<file path="config.mk">
export PLATFORM = sky130hd
export DESIGN_NAME = cvc_top
export DESIGN_NICKNAME = d
export VERILOG_FILES = /design/src/verilog/cvc_pkg.sv /design/src/verilog/cvc_ref_ladder.sv /design/src/verilog/cvc_top.sv
export SDC_FILE = /design/constraint.sdc
export NUM_CORES = 1
export LEC_CHECK = 0
export ABC_AREA = 1
export CAP_MARGIN = 10
export CORE_ASPECT_RATIO = 0.7
export CORE_MARGIN = 2
export CORE_UTILIZATION = 30
export CTS_BUF_LIST = sky130_fd_sc_hd__clkbuf_2 sky130_fd_sc_hd__clkbuf_4 sky130_fd_sc_hd__clkbuf_8
export CTS_CLUSTER_SIZE = 16
export DETAILED_ROUTE_END_ITERATION = 8
export DONT_BUFFER_PORTS = 1
export PLACE_DENSITY = 0.46
export SETUP_SLACK_MARGIN = 0.4
export SLEW_MARGIN = 10
export SYNTH_ARGS = -nofsm -noshare
export SYNTH_HDL_FRONTEND = slang
export SYNTH_SLANG_ARGS = --single-unit
</file>
<file path="constraint.sdc">
create_clock -name clock -period 2 [get_ports clock]
set_clock_uncertainty 0.15 [all_clocks]
set_input_delay 0.1 -clock clock [delete_from_list [all_inputs] [get_ports clock]]
set_output_delay 0.1 -clock clock [all_outputs]
set_load 0.05 [all_outputs]
</file>
<file path="src/verilog/cvc_pkg.sv">
// constants, types and helpers for comparator and reference control
package cvc_pkg;

  // register offsets
  localparam logic [7:0] CMP_CTRL_OFS  = 8'h19;
  localparam logic [7:0] ANA_SEL_OFS   = 8'h9F;
  localparam logic [7:0] REF_CTRL_OFS  = 8'h99;
  localparam logic [7:0] IRQ_STAT_OFS  = 8'h0C;
  localparam logic [7:0] IRQ_MASK_OFS  = 8'h8C;

  // reset values
  localparam logic [7:0] CMP_CTRL_RST  = 8'h00;
  localparam logic [7:0] REF_CTRL_RST  = 8'h00;
  localparam logic [7:0] ANA_SEL_RST   = 8'h0F;
  localparam logic [7:0] IRQ_STAT_RST  = 8'h00;
  localparam logic [7:0] IRQ_MASK_RST  = 8'h00;

  // writable bits of each register
  localparam logic [7:0] CMP_CTRL_WMASK = 8'h1F;
  localparam logic [7:0] REF_CTRL_WMASK = 8'hAF;
  localparam logic [7:0] ANA_SEL_WMASK  = 8'h7F;
  localparam logic [7:0] IRQ_WMASK      = 8'h01;

  // field positions
  localparam int CMP_RESULT_BIT = 6;
  localparam int CMP_INVERT_BIT = 4;
  localparam int CMP_SWITCH_BIT = 3;
  localparam int CMP_MODE_LSB   = 0;
  localparam int MODE_W         = 3;
  localparam int REF_ENABLE_BIT = 7;
  localparam int REF_RANGE_BIT  = 5;
  localparam int REF_LEVEL_LSB  = 0;
  localparam int LEVEL_CODE_W   = 4;
  localparam int ANA_CLK_LSB    = 4;
  localparam int ANA_CLK_W      = 3;
  localparam int ANA_PIN_LSB    = 0;
  localparam int ANA_PIN_W      = 4;
  localparam int IRQ_CHANGE_BIT = 0;

  // comparator mode codes
  localparam logic [2:0] MODE_RESET      = 3'h0;
  localparam logic [2:0] MODE_PIN_OUT    = 3'h1;
  localparam logic [2:0] MODE_PIN_NOOUT  = 3'h2;
  localparam logic [2:0] MODE_REF_OUT    = 3'h3;
  localparam logic [2:0] MODE_REF_NOOUT  = 3'h4;
  localparam logic [2:0] MODE_REF_SW     = 3'h5;
  localparam logic [2:0] MODE_REF_SW_OUT = 3'h6;
  localparam logic [2:0] MODE_OFF        = 3'h7;

  // ladder output in steps of supply / 96 (common multiple of 24 and 32)
  localparam logic [7:0] LOW_STEP   = 8'h04;
  localparam logic [7:0] HIGH_STEP  = 8'h03;
  localparam logic [7:0] HIGH_BASE  = 8'h18;

  typedef struct packed {
    logic       cmp_enable;
    logic       noninv_from_ref;
    logic       inv_from_pos_pin;
    logic       out_pin_enable;
    logic       ref_enable;
    logic       ref_range_low;
    logic [3:0] ref_level_code;
  } cvc_analog_ctrl_t;

  typedef enum logic [1:0] {
    ST_AWAKE  = 2'b01,
    ST_ASLEEP = 2'b10
  } cvc_power_state_t;

  function automatic logic cvc_mode_uses_ref(input logic [2:0] mode);
    return (mode == MODE_REF_OUT) || (mode == MODE_REF_NOOUT) ||
           (mode == MODE_REF_SW) || (mode == MODE_REF_SW_OUT);
  endfunction : cvc_mode_uses_ref

  function automatic logic cvc_mode_on(input logic [2:0] mode);
    return (mode != MODE_RESET) && (mode != MODE_OFF);
  endfunction : cvc_mode_on

  function automatic logic cvc_mode_switched(input logic [2:0] mode);
    return (mode == MODE_REF_SW) || (mode == MODE_REF_SW_OUT);
  endfunction : cvc_mode_switched

endpackage : cvc_pkg

</file>
<file path="src/verilog/cvc_ref_ladder.sv">
// ladder tap selection: reference level in steps of supply / 96
module cvc_ref_ladder #(
  parameter int LEVEL_W = 8
) (
  // control
  input  wire logic               ref_enable,
  input  wire logic               range_low,
  input  wire logic [3:0]         level_code,
  // tap
  output logic      [LEVEL_W-1:0] level
);

  // the widest tap, 24 + 15 * 3, needs seven bits
  if (LEVEL_W < 7) begin : g_level_w_check
    $error("cvc_ref_ladder: LEVEL_W must be at least 7");
  end

  logic [7:0] code_w;
  logic [7:0] tap;

  assign code_w = {4'h0, level_code};

  always_comb begin
    tap = 8'h00;
    if (ref_enable) begin
      if (range_low) begin
        tap = 8'(code_w * cvc_pkg::LOW_STEP);
      end else begin
        tap = 8'(cvc_pkg::HIGH_BASE + code_w * cvc_pkg::HIGH_STEP);
      end
    end
  end

  assign level = LEVEL_W'(tap);

endmodule : cvc_ref_ladder

</file>
<file path="src/verilog/cvc_top.sv">
// comparator and ladder reference control with register file
module cvc_top #(
  parameter int LEVEL_W = 8
) (
  // clock and reset
  input  wire logic                    clock,
  input  wire logic                    rst,
  input  wire logic                    ce,
  // register port
  input  wire logic [7:0]              reg_addr,
  input  wire logic [7:0]              reg_wdata,
  input  wire logic                    reg_wr,
  input  wire logic                    reg_rd,
  output logic      [7:0]              reg_rdata,
  // analog comparator
  input  wire logic                    cmp_raw,
  output cvc_pkg::cvc_analog_ctrl_t    analog_ctrl,
  output logic      [LEVEL_W-1:0]      ladder_level,
  output logic                         cmp_pin_out,
  // shared pins
  output logic      [3:0]              analog_pin_choice,
  output logic      [2:0]              converter_clock_select,
  // power
  input  wire logic                    sleep_enter,
  output logic                         sleeping,
  output logic                         wake_request,
  // interrupt
  output logic                         irq
);

  // the widest tap, 24 + 15 * 3, needs seven bits
  if (LEVEL_W < 7) begin : g_level_w_check
    $error("cvc_top: LEVEL_W must be at least 7");
  end

  logic [7:0]                cmp_ctrl_reg;
  logic [7:0]                ref_ctrl_reg;
  logic [7:0]                ana_sel_reg;
  logic [7:0]                irq_stat_reg;
  logic [7:0]                irq_mask_reg;
  logic                      compare_result_reg;
  logic                      compare_result_next;
  logic [7:0]                rdata_next;
  logic                      change_event;
  logic                      wake_cond;
  logic [LEVEL_W-1:0]        ladder_tap;
  logic [2:0]                compare_mode_select;
  logic                      result_invert;
  logic                      input_route_switch;
  cvc_pkg::cvc_analog_ctrl_t analog_next;
  cvc_pkg::cvc_power_state_t state_reg;

  assign compare_mode_select = cmp_ctrl_reg[cvc_pkg::CMP_MODE_LSB +:
                                            cvc_pkg::MODE_W];
  assign result_invert       = cmp_ctrl_reg[cvc_pkg::CMP_INVERT_BIT];
  assign input_route_switch  = cmp_ctrl_reg[cvc_pkg::CMP_SWITCH_BIT];

  // control registers; sleep and wake never touch them
  always_ff @(posedge clock) begin
    if (rst) begin
      cmp_ctrl_reg <= cvc_pkg::CMP_CTRL_RST;
      ref_ctrl_reg <= cvc_pkg::REF_CTRL_RST;
      ana_sel_reg  <= cvc_pkg::ANA_SEL_RST;
      irq_mask_reg <= cvc_pkg::IRQ_MASK_RST;
    end else if (ce && reg_wr) begin
      unique case (reg_addr)
        cvc_pkg::CMP_CTRL_OFS: begin
          cmp_ctrl_reg <= reg_wdata & cvc_pkg::CMP_CTRL_WMASK;
        end
        cvc_pkg::REF_CTRL_OFS: begin
          ref_ctrl_reg <= reg_wdata & cvc_pkg::REF_CTRL_WMASK;
        end
        cvc_pkg::ANA_SEL_OFS: begin
          ana_sel_reg <= reg_wdata & cvc_pkg::ANA_SEL_WMASK;
        end
        cvc_pkg::IRQ_MASK_OFS: begin
          irq_mask_reg <= reg_wdata & cvc_pkg::IRQ_WMASK;
        end
        default: begin
        end
      endcase
    end
  end

  // result with polarity applied; held low while the comparator is off
  always_comb begin
    compare_result_next = 1'b0;
    if (cvc_pkg::cvc_mode_on(compare_mode_select)) begin
      compare_result_next = cmp_raw ^ result_invert;
    end
  end

  assign change_event = cvc_pkg::cvc_mode_on(compare_mode_select) &&
                        (compare_result_next != compare_result_reg);

  always_ff @(posedge clock) begin
    if (rst) begin
      compare_result_reg <= 1'b0;
    end else if (ce) begin
      compare_result_reg <= compare_result_next;
    end
  end

  // sticky change flag; a new event beats a write-one clear
  always_ff @(posedge clock) begin
    if (rst) begin
      irq_stat_reg <= cvc_pkg::IRQ_STAT_RST;
    end else if (ce) begin
      if (change_event) begin
        irq_stat_reg[cvc_pkg::IRQ_CHANGE_BIT] <= 1'b1;
      end else if (reg_wr && reg_addr == cvc_pkg::IRQ_STAT_OFS &&
                   reg_wdata[cvc_pkg::IRQ_CHANGE_BIT]) begin
        irq_stat_reg[cvc_pkg::IRQ_CHANGE_BIT] <= 1'b0;
      end
    end
  end

  always_ff @(posedge clock) begin
    if (rst) begin
      irq <= 1'b0;
    end else if (ce) begin
      irq <= |(irq_stat_reg & irq_mask_reg);
    end
  end

  // analog control derived from the mode field, the switch bit and the reference register
  always_comb begin
    analog_next                  = '0;
    analog_next.cmp_enable       = cvc_pkg::cvc_mode_on(compare_mode_select);
    analog_next.noninv_from_ref  =
      cvc_pkg::cvc_mode_uses_ref(compare_mode_select);
    analog_next.inv_from_pos_pin =
      cvc_pkg::cvc_mode_switched(compare_mode_select) &&
      input_route_switch;
    analog_next.out_pin_enable   =
      (compare_mode_select == cvc_pkg::MODE_PIN_OUT) ||
      (compare_mode_select == cvc_pkg::MODE_REF_OUT) ||
      (compare_mode_select == cvc_pkg::MODE_REF_SW_OUT);
    analog_next.ref_enable       =
      ref_ctrl_reg[cvc_pkg::REF_ENABLE_BIT];
    analog_next.ref_range_low    = ref_ctrl_reg[cvc_pkg::REF_RANGE_BIT];
    analog_next.ref_level_code   =
      ref_ctrl_reg[cvc_pkg::REF_LEVEL_LSB +: cvc_pkg::LEVEL_CODE_W];
  end

  cvc_ref_ladder #(
    .LEVEL_W (LEVEL_W)
  ) u_ladder (
    .ref_enable (analog_next.ref_enable),
    .range_low  (analog_next.ref_range_low),
    .level_code (analog_next.ref_level_code),
    .level      (ladder_tap)
  );

  // analog outputs ignore the power state so both stay on in sleep
  always_ff @(posedge clock) begin
    if (rst) begin
      analog_ctrl  <= '0;
      ladder_level <= '0;
      cmp_pin_out  <= 1'b0;
    end else if (ce) begin
      analog_ctrl  <= analog_next;
      ladder_level <= ladder_tap;
      cmp_pin_out  <= analog_next.out_pin_enable & compare_result_next;
    end
  end

  // shared pin selection; drivers on analog pins are software's job
  always_ff @(posedge clock) begin
    if (rst) begin
      analog_pin_choice      <= cvc_pkg::ANA_SEL_RST[3:0];
      converter_clock_select <= cvc_pkg::ANA_SEL_RST[6:4];
    end else if (ce) begin
      analog_pin_choice      <= ana_sel_reg[cvc_pkg::ANA_PIN_LSB +:
                                            cvc_pkg::ANA_PIN_W];
      converter_clock_select <= ana_sel_reg[cvc_pkg::ANA_CLK_LSB +:
                                            cvc_pkg::ANA_CLK_W];
    end
  end

  // sleep and wake sequencing
  assign wake_cond = analog_ctrl.cmp_enable && irq;

  always_ff @(posedge clock) begin
    if (rst) begin
      state_reg    <= cvc_pkg::ST_AWAKE;
      sleeping     <= 1'b0;
      wake_request <= 1'b0;
    end else if (ce) begin
      wake_request <= 1'b0;
      unique case (state_reg)
        cvc_pkg::ST_AWAKE: begin
          if (sleep_enter) begin
            state_reg <= cvc_pkg::ST_ASLEEP;
            sleeping  <= 1'b1;
          end
        end
        cvc_pkg::ST_ASLEEP: begin
          if (wake_cond) begin
            state_reg    <= cvc_pkg::ST_AWAKE;
            sleeping     <= 1'b0;
            wake_request <= 1'b1;
          end
        end
      endcase
    end
  end

  // read data one cycle after the strobe
  always_comb begin
    rdata_next = 8'h00;
    unique case (reg_addr)
      cvc_pkg::CMP_CTRL_OFS: begin
        rdata_next = cmp_ctrl_reg & cvc_pkg::CMP_CTRL_WMASK;
        rdata_next[cvc_pkg::CMP_RESULT_BIT] = compare_result_reg;
      end
      cvc_pkg::REF_CTRL_OFS: begin
        rdata_next = ref_ctrl_reg & cvc_pkg::REF_CTRL_WMASK;
      end
      cvc_pkg::ANA_SEL_OFS: begin
        rdata_next = ana_sel_reg & cvc_pkg::ANA_SEL_WMASK;
      end
      cvc_pkg::IRQ_STAT_OFS: begin
        rdata_next = irq_stat_reg & cvc_pkg::IRQ_WMASK;
      end
      cvc_pkg::IRQ_MASK_OFS: begin
        rdata_next = irq_mask_reg & cvc_pkg::IRQ_WMASK;
      end
      default: begin
        rdata_next = 8'h00;
      end
    endcase
  end

  always_ff @(posedge clock) begin
    if (rst) begin
      reg_rdata <= 8'h00;
    end else if (ce) begin
      reg_rdata <= reg_rd ? rdata_next : 8'h00;
    end
  end

  chk_result_polarity: assert property (
    @(posedge clock) disable iff (rst)
    ce && cvc_pkg::cvc_mode_on(compare_mode_select)
    |=> compare_result_reg == ($past(cmp_raw) ^ $past(result_invert))
  ) else $error("result polarity wrong");

  chk_invert_flips: assert property (
    @(posedge clock) disable iff (rst)
    ce && cvc_pkg::cvc_mode_on(compare_mode_select) && result_invert
    && cmp_raw |=> !compare_result_reg
  ) else $error("inverted result not low");

  chk_switch_route: assert property (
    @(posedge clock) disable iff (rst)
    ce |=> analog_ctrl.inv_from_pos_pin ==
      ($past(compare_mode_select) inside {3'h5, 3'h6} &&
       $past(input_route_switch))
  ) else $error("input switch routing wrong");

  chk_ref_modes: assert property (
    @(posedge clock) disable iff (rst)
    ce |=> analog_ctrl.noninv_from_ref ==
      ($past(compare_mode_select) inside {3'h3, 3'h4, 3'h5, 3'h6})
  ) else $error("reference mode decode wrong");

  chk_off_mode: assert property (
    @(posedge clock) disable iff (rst)
    ce && compare_mode_select == 3'h7 |=> !analog_ctrl.cmp_enable
      && !cmp_pin_out
  ) else $error("comparator not off in mode 7");

  chk_ref_enable: assert property (
    @(posedge clock) disable iff (rst)
    ce |=> analog_ctrl.ref_enable == $past(ref_ctrl_reg[7])
  ) else $error("reference enable does not follow bit 7");

  chk_sleep_keeps: assert property (
    @(posedge clock) disable iff (rst)
    sleeping && ce && !reg_wr ##1 ce |=> $stable(analog_ctrl)
  ) else $error("analog control changed during sleep");

  chk_wake_irq: assert property (
    @(posedge clock) disable iff (rst)
    ce && sleeping && analog_ctrl.cmp_enable && irq
    |=> wake_request && !sleeping
  ) else $error("comparator interrupt did not wake");

  chk_wake_regs: assert property (
    @(posedge clock) disable iff (rst)
    wake_request && !$past(reg_wr)
    |-> $stable(cmp_ctrl_reg) && $stable(ref_ctrl_reg)
  ) else $error("wake changed control registers");

  chk_reset_values: assert property (
    @(posedge clock) disable iff (rst)
    $past(rst) |-> cmp_ctrl_reg == 8'h00 && ref_ctrl_reg == 8'h00
      && ana_sel_reg == 8'h0F && !analog_ctrl.ref_enable
  ) else $error("reset values wrong");

  chk_ladder_level: assert property (
    @(posedge clock) disable iff (rst)
    ce && analog_next.ref_enable |=> ladder_level == LEVEL_W'(
      $past(analog_next.ref_range_low)
        ? 8'($past(analog_next.ref_level_code)) * 8'h04
        : 8'h18 + 8'($past(analog_next.ref_level_code)) * 8'h03)
  ) else $error("ladder level wrong");

  chk_readonly_bits: assert property (
    @(posedge clock) disable iff (rst)
    ce && reg_rd && reg_addr == 8'h19 |=> reg_rdata[7] == 1'b0
      && reg_rdata[5] == 1'b0 && reg_rdata[6] == $past(compare_result_reg)
  ) else $error("control register read-only bits wrong");

  chk_sticky_set: assert property (
    @(posedge clock) disable iff (rst)
    ce && change_event |=> irq_stat_reg[0]
  ) else $error("change event lost");

  chk_irq_level: assert property (
    @(posedge clock) disable iff (rst)
    ce |=> irq == |($past(irq_stat_reg) & $past(irq_mask_reg))
  ) else $error("interrupt level wrong");

  chk_result_off: assert property (
    @(posedge clock) disable iff (rst)
    ce && !cvc_pkg::cvc_mode_on(compare_mode_select)
    |=> !compare_result_reg
  ) else $error("result not low while comparator off");

  chk_rdata_idle: assert property (
    @(posedge clock) disable iff (rst)
    ce && !reg_rd |=> reg_rdata == 8'h00
  ) else $error("read data not zero outside a read");

endmodule : cvc_top
</file>
==> results by group, run 1 <==
Outcome
  • Outcome: complete, but fails checks
  • Violations in the final reports: hold timing

Worst setup path
  • Arrival time reported for the critical path endpoint: 2030 ps
  • Type of origin of the critical path: flip-flop
  • Critical Path Start: ref_ctrl_reg[2]$_SDFFE_PP0P_
  • Flop2flop setup slack: 90 ps
  • Endpoint type of the worst setup path: flip-flop
  • Worst-path fanout max: 4
  • Req. time, crit path: 2120 ps
  • Depth of the worst register-to-register path: 11
  • Cell repeated most along the worst path: sky130_fd_sc_hd__nand2_1
  • Crit path cell chain: inv_4 > ha_4 > inv_2 > nand3_1 > nand2_1 > nand2_1 > and2_1 > ha_1 > a21oi_2 > o21ai_1 > a21oi_1
  • Longest individual stage delay on the worst path: 370 ps
  • Reg2Reg Launch Point: ref_ctrl_reg[2]$_SDFFE_PP0P_
  • Worst-path cell with the longest stage delay: sky130_fd_sc_hd__dfxtp_4
  • Worst setup path category: flip-flop to flip-flop

Timing
  • Unrepaired setup endpoints after global routing: yes
  • Number of slew-limit violations in the final report: 0
  • Peak clock frequency supported by timing: 524 MHz
  • Share of the clock period used by the worst path after layout: 0.954
  • Time the final worst path needs with I/O delays and setup: 1910 ps
  • Setup violators final: 0
  • Actual transition at the worst max-transition pin: 834 ps
  • Relative slew margins: 0.442
  • Min Hold Slack: -327 ps
  • Number of endpoints with negative hold slack in the final report: 22

Route
  • Detailed-route wire length: 7520 um
  • Vias per Instance: 4.74
  • Number of vias in the routed layout: 2,502
  • Count of TritonRoute iterations in the first routing pass: 4
  • DRT antenna net count: 0
  • Starting DRT DRC Count: 128
  • Routed len/inst: 14.2 um
  • Number of design rule violations left after detail routing: 0

Synthesis
  • Number of instances in the synthesized netlist: 351
  • Flip-flop cell with the highest count after synthesis: sky130_fd_sc_hd__dfxtp_1
  • Post-Synth Adder-Cell Area: 0.0312
  • Total nets after synthesis: 380
  • Area leader, netlist: sky130_fd_sc_hd__dfxtp_1
  • Synth cell types: 37
  • Mean post-synth cell area: 7.54 sq um
  • Combinational family with the most area after synthesis: simple AND/OR/NAND/NOR gates
  • Fraction of the yosys area taken by sequential cells: 0.439
  • Top cell type's share of synthesized area: 0.439
  • Post-synthesis instance area: 0.00265 sq mm
  • Count of synthesis-stage warnings from yosys: 0
  • Count of flip-flops with a built-in enable after synthesis: 0
  • Number of storage elements in the synthesis netlist: 58
  • Simple-Gate Fraction of Synth Area: 0.245
  • Async set-reset flop share out of synthesis: 0
  • Fraction of the mapped netlist area in compound gates: 0.182
  • Top cells by area, synth: sky130_fd_sc_hd__dfxtp_1 44%, sky130_fd_sc_hd__a21oi_1 9.3%, sky130_fd_sc_hd__nand2_1 9.2%
  • Post-synthesis xor/xnor area fraction: 0.0132
  • Mux contribution to synthesized area: 0

Placed design
  • Detailed-placement wirelength estimate: 5230 um
  • Cell count after placement: 474
  • GPL Wtd Cong: 0.776
  • Port Buffer Count: 0
  • Placed inst area: 0.00290 sq mm

Global routing
  • Largest net degree at the start of global routing: 38
  • Initial antenna violation count: 1
  • Gr ovfl total: 0
  • Number of global-route vias before repair: 2,356
  • First-pass GRT wire length: 11,800 um
  • Gr usage total: 0.165

Finish
  • Number of nets in the final layout: 431
  • Register containing the most flip-flops in the final layout: analog_ctrl
  • Number of standard cells in the final layout excluding fillers: 528
  • Most common library cell in the layout ignoring fill and taps: sky130_fd_sc_hd__nand2_1
  • Largest regs: analog_ctrl (10), reg_rdata (8)
  • Number of flip-flops under the largest register name: 10
  • Synthesis-to-finish area growth: 31.4%
  • Most frequent cells in the layout: 65 x sky130_fd_sc_hd__nand2_1, 53 x sky130_fd_sc_hd__dfxtp_1, 45 x sky130_fd_sc_hd__a21oi_1
  • Fraction of final layout cells with drive strength greater than 1: 0.206
  • Post-route cell area: 0.00348 sq mm

Clock network
  • Clk buf depth: 2
  • Clock tree from TritonCTS: yes
  • Num Clock Sinks: 58
  • Number of buffers inserted during clock tree synthesis: 9
  • Worst-Skew Late Latency: 340 ps
  • CTS H-Tree Depth: 3
  • Clock edge transition at the registers on the reported setup and hold paths: 60 ps
  • Root Buffer: sky130_fd_sc_hd__clkbuf_8

Min path
  • Number of stages on the worst hold path: 1
  • Min-delay src: rst
  • Min-delay worst type: primary input to flip-flop

Die
  • Height of the die: 82.6 um
  • Total die area: 0.00960 sq mm
  • Die Span X: 116 um
  • Effective utilization at floorplan: 0.311
  • Top-level port count: 60
  • Standard cell core area: 0.00851 sq mm
  • Standard-cell row count: 28

Power and ir drop
  • Total Power Consumption: 2380 uW
  • Pwr/cell area: 684 mW/mm^2
  • Leakage Power: 0.00144 uW
  • Worst voltage drop across the vdd grid: 0.306 mV

Job
  • Max Cap Viol: 0
==> cell type report <==
type / instances / area, sq um
Fill cell: 900 / 5030
Multi-Input combinational cell: 239 / 1310
Sequential cell: 58 / 1170
Timing Repair Buffer: 57 / 520
Clock buffer: 13 / 160
Tap cell: 120 / 150
Inverter: 37 / 144
Clock inverter: 3 / 15.0
Antenna cell: 1 / 2.50
==> path summary, 6_finish.rpt <==
path,end
max,ladder_level[4]$_SDFFE_PP0P_
min,analog_ctrl[9]$_SDFFE_PP0P_
max reg2reg,ladder_level[4]$_SDFFE_PP0P_
min reg2reg,state_reg[0]$_SDFFE_PP1P_
==> per-stage QoR <==
stage,setup WS [ps],setup TNS [ps],utilization
2_1_floorplan,165,0,-
3_3_place_gp,95.0,0,0.341
3_5_place_dp,70.9,0,0.341
4_1_cts,92.9,0,0.401
5_1_grt,-63.0,-63.0,0.409
6_report,92.2,0,0.409
==> cell usage after synthesis (2+ instances only) <==
cell type	instances
sky130_fd_sc_hd__a21oi_1	49
sky130_fd_sc_hd__o21ai_2	2
sky130_fd_sc_hd__clkinv_2	2
sky130_fd_sc_hd__o21bai_1	2
sky130_fd_sc_hd__nand2_1	65
sky130_fd_sc_hd__nor2_1	16
sky130_fd_sc_hd__buf_2	3
sky130_fd_sc_hd__ha_1	5
sky130_fd_sc_hd__nand2_2	7
sky130_fd_sc_hd__o21ai_0	25
sky130_fd_sc_hd__dfxtp_1	58
sky130_fd_sc_hd__inv_1	34
sky130_fd_sc_hd__o21ai_1	4
sky130_fd_sc_hd__buf_4	3
sky130_fd_sc_hd__clkbuf_1	9
sky130_fd_sc_hd__nand3_1	39
sky130_fd_sc_hd__o211ai_1	2
sky130_fd_sc_hd__xor2_1	3
sky130_fd_sc_hd__nor2_4	3
sky130_fd_sc_hd__buf_6	2
sky130_fd_sc_hd__and2_1	2
==> report_power, final <==
group / switching [uW] / leakage [uW] / total, uW / internal [uW]
Combinational: 113 / 0.000864 / 188 / 74.9
Sequential: 46.5 / 0.000474 / 1220 / 1170
Clock: 455 / 0.0000974 / 974 / 519
==> kinds of logic after synthesis <==
group | Yosys count
xor gates and xnor gates | 4
and+or+nand+nor | 139
DFF | 58
other | 1
buffers and inverters | 54
adders and majority gates | 6
AOI/OAI and AO/OA | 89
==> per-layer routing <==
layer	vias up	share of wire	GRT usage
li1	1269	-	-
met1	1165	0.47	0.210
met2	60	0.44	0.252
met3	8	0.076	0.0759
met4	0	0.013	0.0464
met5	-	0	0
==> timing repair <==
action | in CTS | in global routing
endpoints found under the hold margin | 58 | 28
setup buffers | 5 | 2
hold buffers | 29 | 1
pin swaps | 2 | 3
gates resized for setup | 3 | 13
setup endpoints to repair | 5 | 10
==> critical path, delay by kind of cell (launching register included) <==
kind	cells	cell delay, ps
adders and majority gates	2	510
and+or+nand+nor	4	390
DFF	1	370
AOI/OAI and AO/OA	3	300
buffers and inverters	2	110
Note: power is estimated with default switching activity, not from simulation.
==> run 2: changes to the inputs <==
--- a/config.mk
+++ b/config.mk
@@ -5,7 +5,6 @@
 export SDC_FILE = /design/constraint.sdc
 export NUM_CORES = 1
 export LEC_CHECK = 0
-export ABC_AREA = 1
 export CAP_MARGIN = 10
 export CORE_ASPECT_RATIO = 0.7
 export CORE_MARGIN = 2
==> results by group, run 2 <==
Outcome
  • Outcome: complete, but fails checks (unchanged)
  • Violations in the final reports: hold timing, setup timing (was hold timing)

Power and ir drop
  • Switching Share: 0.229 (was 0.258)
  • Clock network fraction of total power: 0.460 (was 0.409)
  • NetSw: 565 uW (was 615 uW)
  • Pwr/cell area: 698 mW/mm^2 (was 684 mW/mm^2)
  • Worst voltage drop across the vdd grid: 0.403 mV (was 0.306 mV)
  • Leakage Power: 0.00139 uW (was 0.00144 uW)
  • Seq pwr share: 0.478 (was 0.512)
  • Int Power: 1910 uW (was 1760 uW)
  • Gate power share: 0.061 (was 0.079)

Synthesis
  • Count of synthesis-stage warnings from yosys: 0 (unchanged)
  • Async set-reset flop share out of synthesis: 0 (unchanged)
  • Area leader, netlist: sky130_fd_sc_hd__dfxtp_1 (unchanged)
  • Top cell type's share of synthesized area: 0.446 (was 0.439)
  • Flip-flop cell with the highest count after synthesis: sky130_fd_sc_hd__dfxtp_1 (unchanged)
  • Post-synthesis instance area: 0.00261 sq mm (was 0.00265 sq mm)
  • Total nets after synthesis: 312 (was 380)
  • Leading cell types by count after synthesis: 58 x sky130_fd_sc_hd__dfxtp_1, 35 x sky130_fd_sc_hd__nor2_1, 28 x sky130_fd_sc_hd__nand2_1 (was 65 x sky130_fd_sc_hd__nand2_1, 58 x sky130_fd_sc_hd__dfxtp_1, 49 x sky130_fd_sc_hd__a21oi_1)
  • Number of instances in the synthesized netlist: 283 (was 351)
  • Number of storage elements in the synthesis netlist: 58 (unchanged)
  • Mean post-synth cell area: 9.21 sq um (was 7.54 sq um)
  • Count of flip-flops with a built-in enable after synthesis: 0 (unchanged)
  • Most instantiated library cell after synthesis: sky130_fd_sc_hd__dfxtp_1 (was sky130_fd_sc_hd__nand2_1)
  • Fraction of the yosys area taken by sequential cells: 0.446 (was 0.439)
  • Synth cell types: 50 (was 37)
  • Top cells by area, synth: sky130_fd_sc_hd__dfxtp_1 45%, sky130_fd_sc_hd__mux2i_1 9.6%, sky130_fd_sc_hd__nor2_1 5.0% (was sky130_fd_sc_hd__dfxtp_1 44%, sky130_fd_sc_hd__a21oi_1 9.3%, sky130_fd_sc_hd__nand2_1 9.2%)

Timing
  • Min Hold Slack: -44.7 ps (was -327 ps)
  • Number of slew-limit violations in the final report: 0 (unchanged)
  • Share of the clock period used by the worst path after layout: 1.03 (was 0.954)
  • Actual transition at the worst max-transition pin: 687 ps (was 834 ps)
  • Peak clock frequency supported by timing: 488 MHz (was 524 MHz)
  • Relative slew margins: 0.540 (was 0.442)
  • Setup violators final: 4 (was 0)
  • Worst path setup slack after routing: -50.4 ps (was 92.2 ps)
  • Unrepaired setup endpoints after global routing: yes (unchanged)
  • Number of endpoints with negative hold slack in the final report: 4 (was 22)
  • Time the final worst path needs with I/O delays and setup: 2050 ps (was 1910 ps)

Finish
  • Post-route cell area: 0.00354 sq mm (was 0.00348 sq mm)
  • Share of the core filled with cells in the final layout: 0.419 (was 0.409)
  • Most common library cell in the layout ignoring fill and taps: sky130_fd_sc_hd__dfxtp_1 (was sky130_fd_sc_hd__nand2_1)
  • Register containing the most flip-flops in the final layout: analog_ctrl (unchanged)
  • Fraction of final layout cells with drive strength greater than 1: 0.251 (was 0.206)
  • Synthesis-to-finish area growth: 35.7% (was 31.4%)
  • Most frequent cells in the layout: 51 x sky130_fd_sc_hd__dfxtp_1, 35 x sky130_fd_sc_hd__buf_4, 34 x sky130_fd_sc_hd__nor2_1 (was 65 x sky130_fd_sc_hd__nand2_1, 53 x sky130_fd_sc_hd__dfxtp_1, 45 x sky130_fd_sc_hd__a21oi_1)
  • Antenna Cells: 0 (was 1)
  • Largest regs: analog_ctrl (10), reg_rdata (8) (unchanged)
  • Number of flip-flops under the largest register name: 10 (unchanged)
  • Number of nets in the final layout: 367 (was 431)

Clock network
  • Clk buf depth: 2 (unchanged)
  • Num Clock Sinks: 58 (unchanged)
  • Clock tree from TritonCTS: yes (unchanged)
  • Number of buffers inserted during clock tree synthesis: 9 (unchanged)
  • Worst-Skew Late Latency: 340 ps (about the same)
  • CTS H-Tree Depth: 3 (unchanged)
  • Clock edge transition at the registers on the reported setup and hold paths: 70 ps (was 60 ps)
  • Root Buffer: sky130_fd_sc_hd__clkbuf_8 (unchanged)

Min path
  • Min-delay worst type: primary input to flip-flop (unchanged)
  • Min-delay src: reg_addr[7] (was rst)

Die
  • Standard-cell row count: 28 (unchanged)
  • Effective utilization at floorplan: 0.309 (was 0.311)
  • Height of the die: 82.0 um (was 82.6 um)
  • Total die area: 0.00946 sq mm (was 0.00960 sq mm)
  • Standard cell core area: 0.00844 sq mm (was 0.00851 sq mm)
  • Die Span X: 115 um (was 116 um)
  • Top-level port count: 60 (unchanged)

Placed design
  • Detailed-placement wirelength estimate: 5080 um (was 5230 um)
  • Placed inst area: 0.00294 sq mm (was 0.00290 sq mm)
  • Port Buffer Count: 0 (unchanged)
  • Setup slack at placement: -7.61 ps (was 70.9 ps)
  • GPL Wtd Cong: 0.864 (was 0.776)

Global routing
  • Number of global-route vias before repair: 2,103 (was 2,356)
  • Initial antenna violation count: 0 (was 1)
  • First-pass GRT wire length: 11,600 um (was 11,800 um)
  • Largest net degree at the start of global routing: 56 (was 38)
  • Gr ovfl total: 0 (unchanged)
  • Gr usage total: 0.167 (was 0.165)

Route
  • Number of vias in the routed layout: 2,231 (was 2,502)
  • Detailed-route wire length: 8000 um (was 7520 um)
  • Vias per Instance: 4.83 (was 4.74)
  • Routed len/inst: 17.3 um (was 14.2 um)
  • Count of TritonRoute iterations in the first routing pass: 4 (unchanged)
  • DRT antenna net count: 0 (unchanged)
  • Number of design rule violations left after detail routing: 0 (unchanged)
  • Starting DRT DRC Count: 93 (was 128)

Worst setup path
  • Req. time, crit path: 2080 ps (was 2120 ps)
  • Arrival time reported for the critical path endpoint: 2130 ps (was 2030 ps)
  • Type of origin of the critical path: flip-flop (unchanged)
  • Worst-path fanout max: 4 (unchanged)
  • Reg2Reg Launch Point: ref_ctrl_reg[1]$_SDFFE_PP0P_ (was ref_ctrl_reg[2]$_SDFFE_PP0P_)
  • Worst setup path category: flip-flop to flip-flop (unchanged)
  • Critical Path Start: ref_ctrl_reg[1]$_SDFFE_PP0P_ (was ref_ctrl_reg[2]$_SDFFE_PP0P_)
  • Endpoint type of the worst setup path: flip-flop (unchanged)

Job
  • Max Cap Viol: 0 (unchanged)
run 2: what timing repair did:
item                                    CTS  global route
setup buffers                             3             2
endpoints found under the setup margin    5             7
hold buffers                              9            17
resized for setup                         3            14
hold endpoints to repair                 58            50
pin swaps                                 3             4
run 2: cell families (layout without fill, tap and decap cells):
logic type	Yosys count	in the layout	share of synthesized area
buffers and inverters	22	81	0.0374
and+or+nand+nor	111	111	0.221
adders and majority gates	6	6	0.0317
DFF	58	58	0.446
muxes	30	30	0.118
xor gates and xnor gates	6	6	0.0202
AOI/OAI and AO/OA	49	49	0.125
other	1	1	0.00144
run 2: worst paths after layout:
path	slack [ps]	end	depth (start not counted)
worst max-delay path	-50	ladder_level[5]$_SDFFE_PP0P_	8
worst min register to register	320	state_reg[0]$_SDFFE_PP1P_	1
worst max register to register	-50	ladder_level[5]$_SDFFE_PP0P_	8
worst min-delay path	-40	reg_rdata[4]$_SDFFE_PP0P_	3
run 2: power groups by stage:
stage | sequential (uW) | combinational [uW] | clock [uW]
floorplan | 1220 | 76.9 | 0
global placement | 1210 | 80.2 | 0
detailed placement | 1210 | 80.4 | 0
CTS | 1180 | 83.9 | 1180
global route | 1180 | 163 | 1240
finish | 1180 | 151 | 1140
run 2: layout make-up:
cell class / count / area (sq um)
Clock buffer: 13 / 173
Clock inverter: 2 / 35.0
Inverter: 5 / 18.8
Timing Repair Buffer: 61 / 543
Fill cell: 837 / 4910
Multi-Input combinational cell: 203 / 1440
Tap cell: 120 / 150
Sequential cell: 58 / 1180
run 2: stage by stage:
step / total power, uW / setup TNS (ps) / instances
floorplan: 1300 / 0 / 283
global placement: 1290 / 0 / 416
detailed placement: 1290 / -7.61 / 416
CTS: 2450 / -21.5 / 443
global route: 2580 / -573 / 462
finish: 2470 / -169 / 462
run 2: critical path: stages (launching register included):
cell and delay [ps]:
sky130_fd_sc_hd__dfxtp_4 380, sky130_fd_sc_hd__ha_4 140, sky130_fd_sc_hd__inv_2 40, sky130_fd_sc_hd__fa_2 400
sky130_fd_sc_hd__xnor2_2 190, sky130_fd_sc_hd__ha_1 220, sky130_fd_sc_hd__o21a_1 130, sky130_fd_sc_hd__nor3_1 40
sky130_fd_sc_hd__o41ai_1 250
run 2: layer usage:
metal,global-route usage,vias up,wire (um)
met5,0,-,0
met4,0.0434,0,48
met3,0.0849,4,530
met2,0.225,60,3170
met1,0.232,1064,4250
li1,-,1103,-
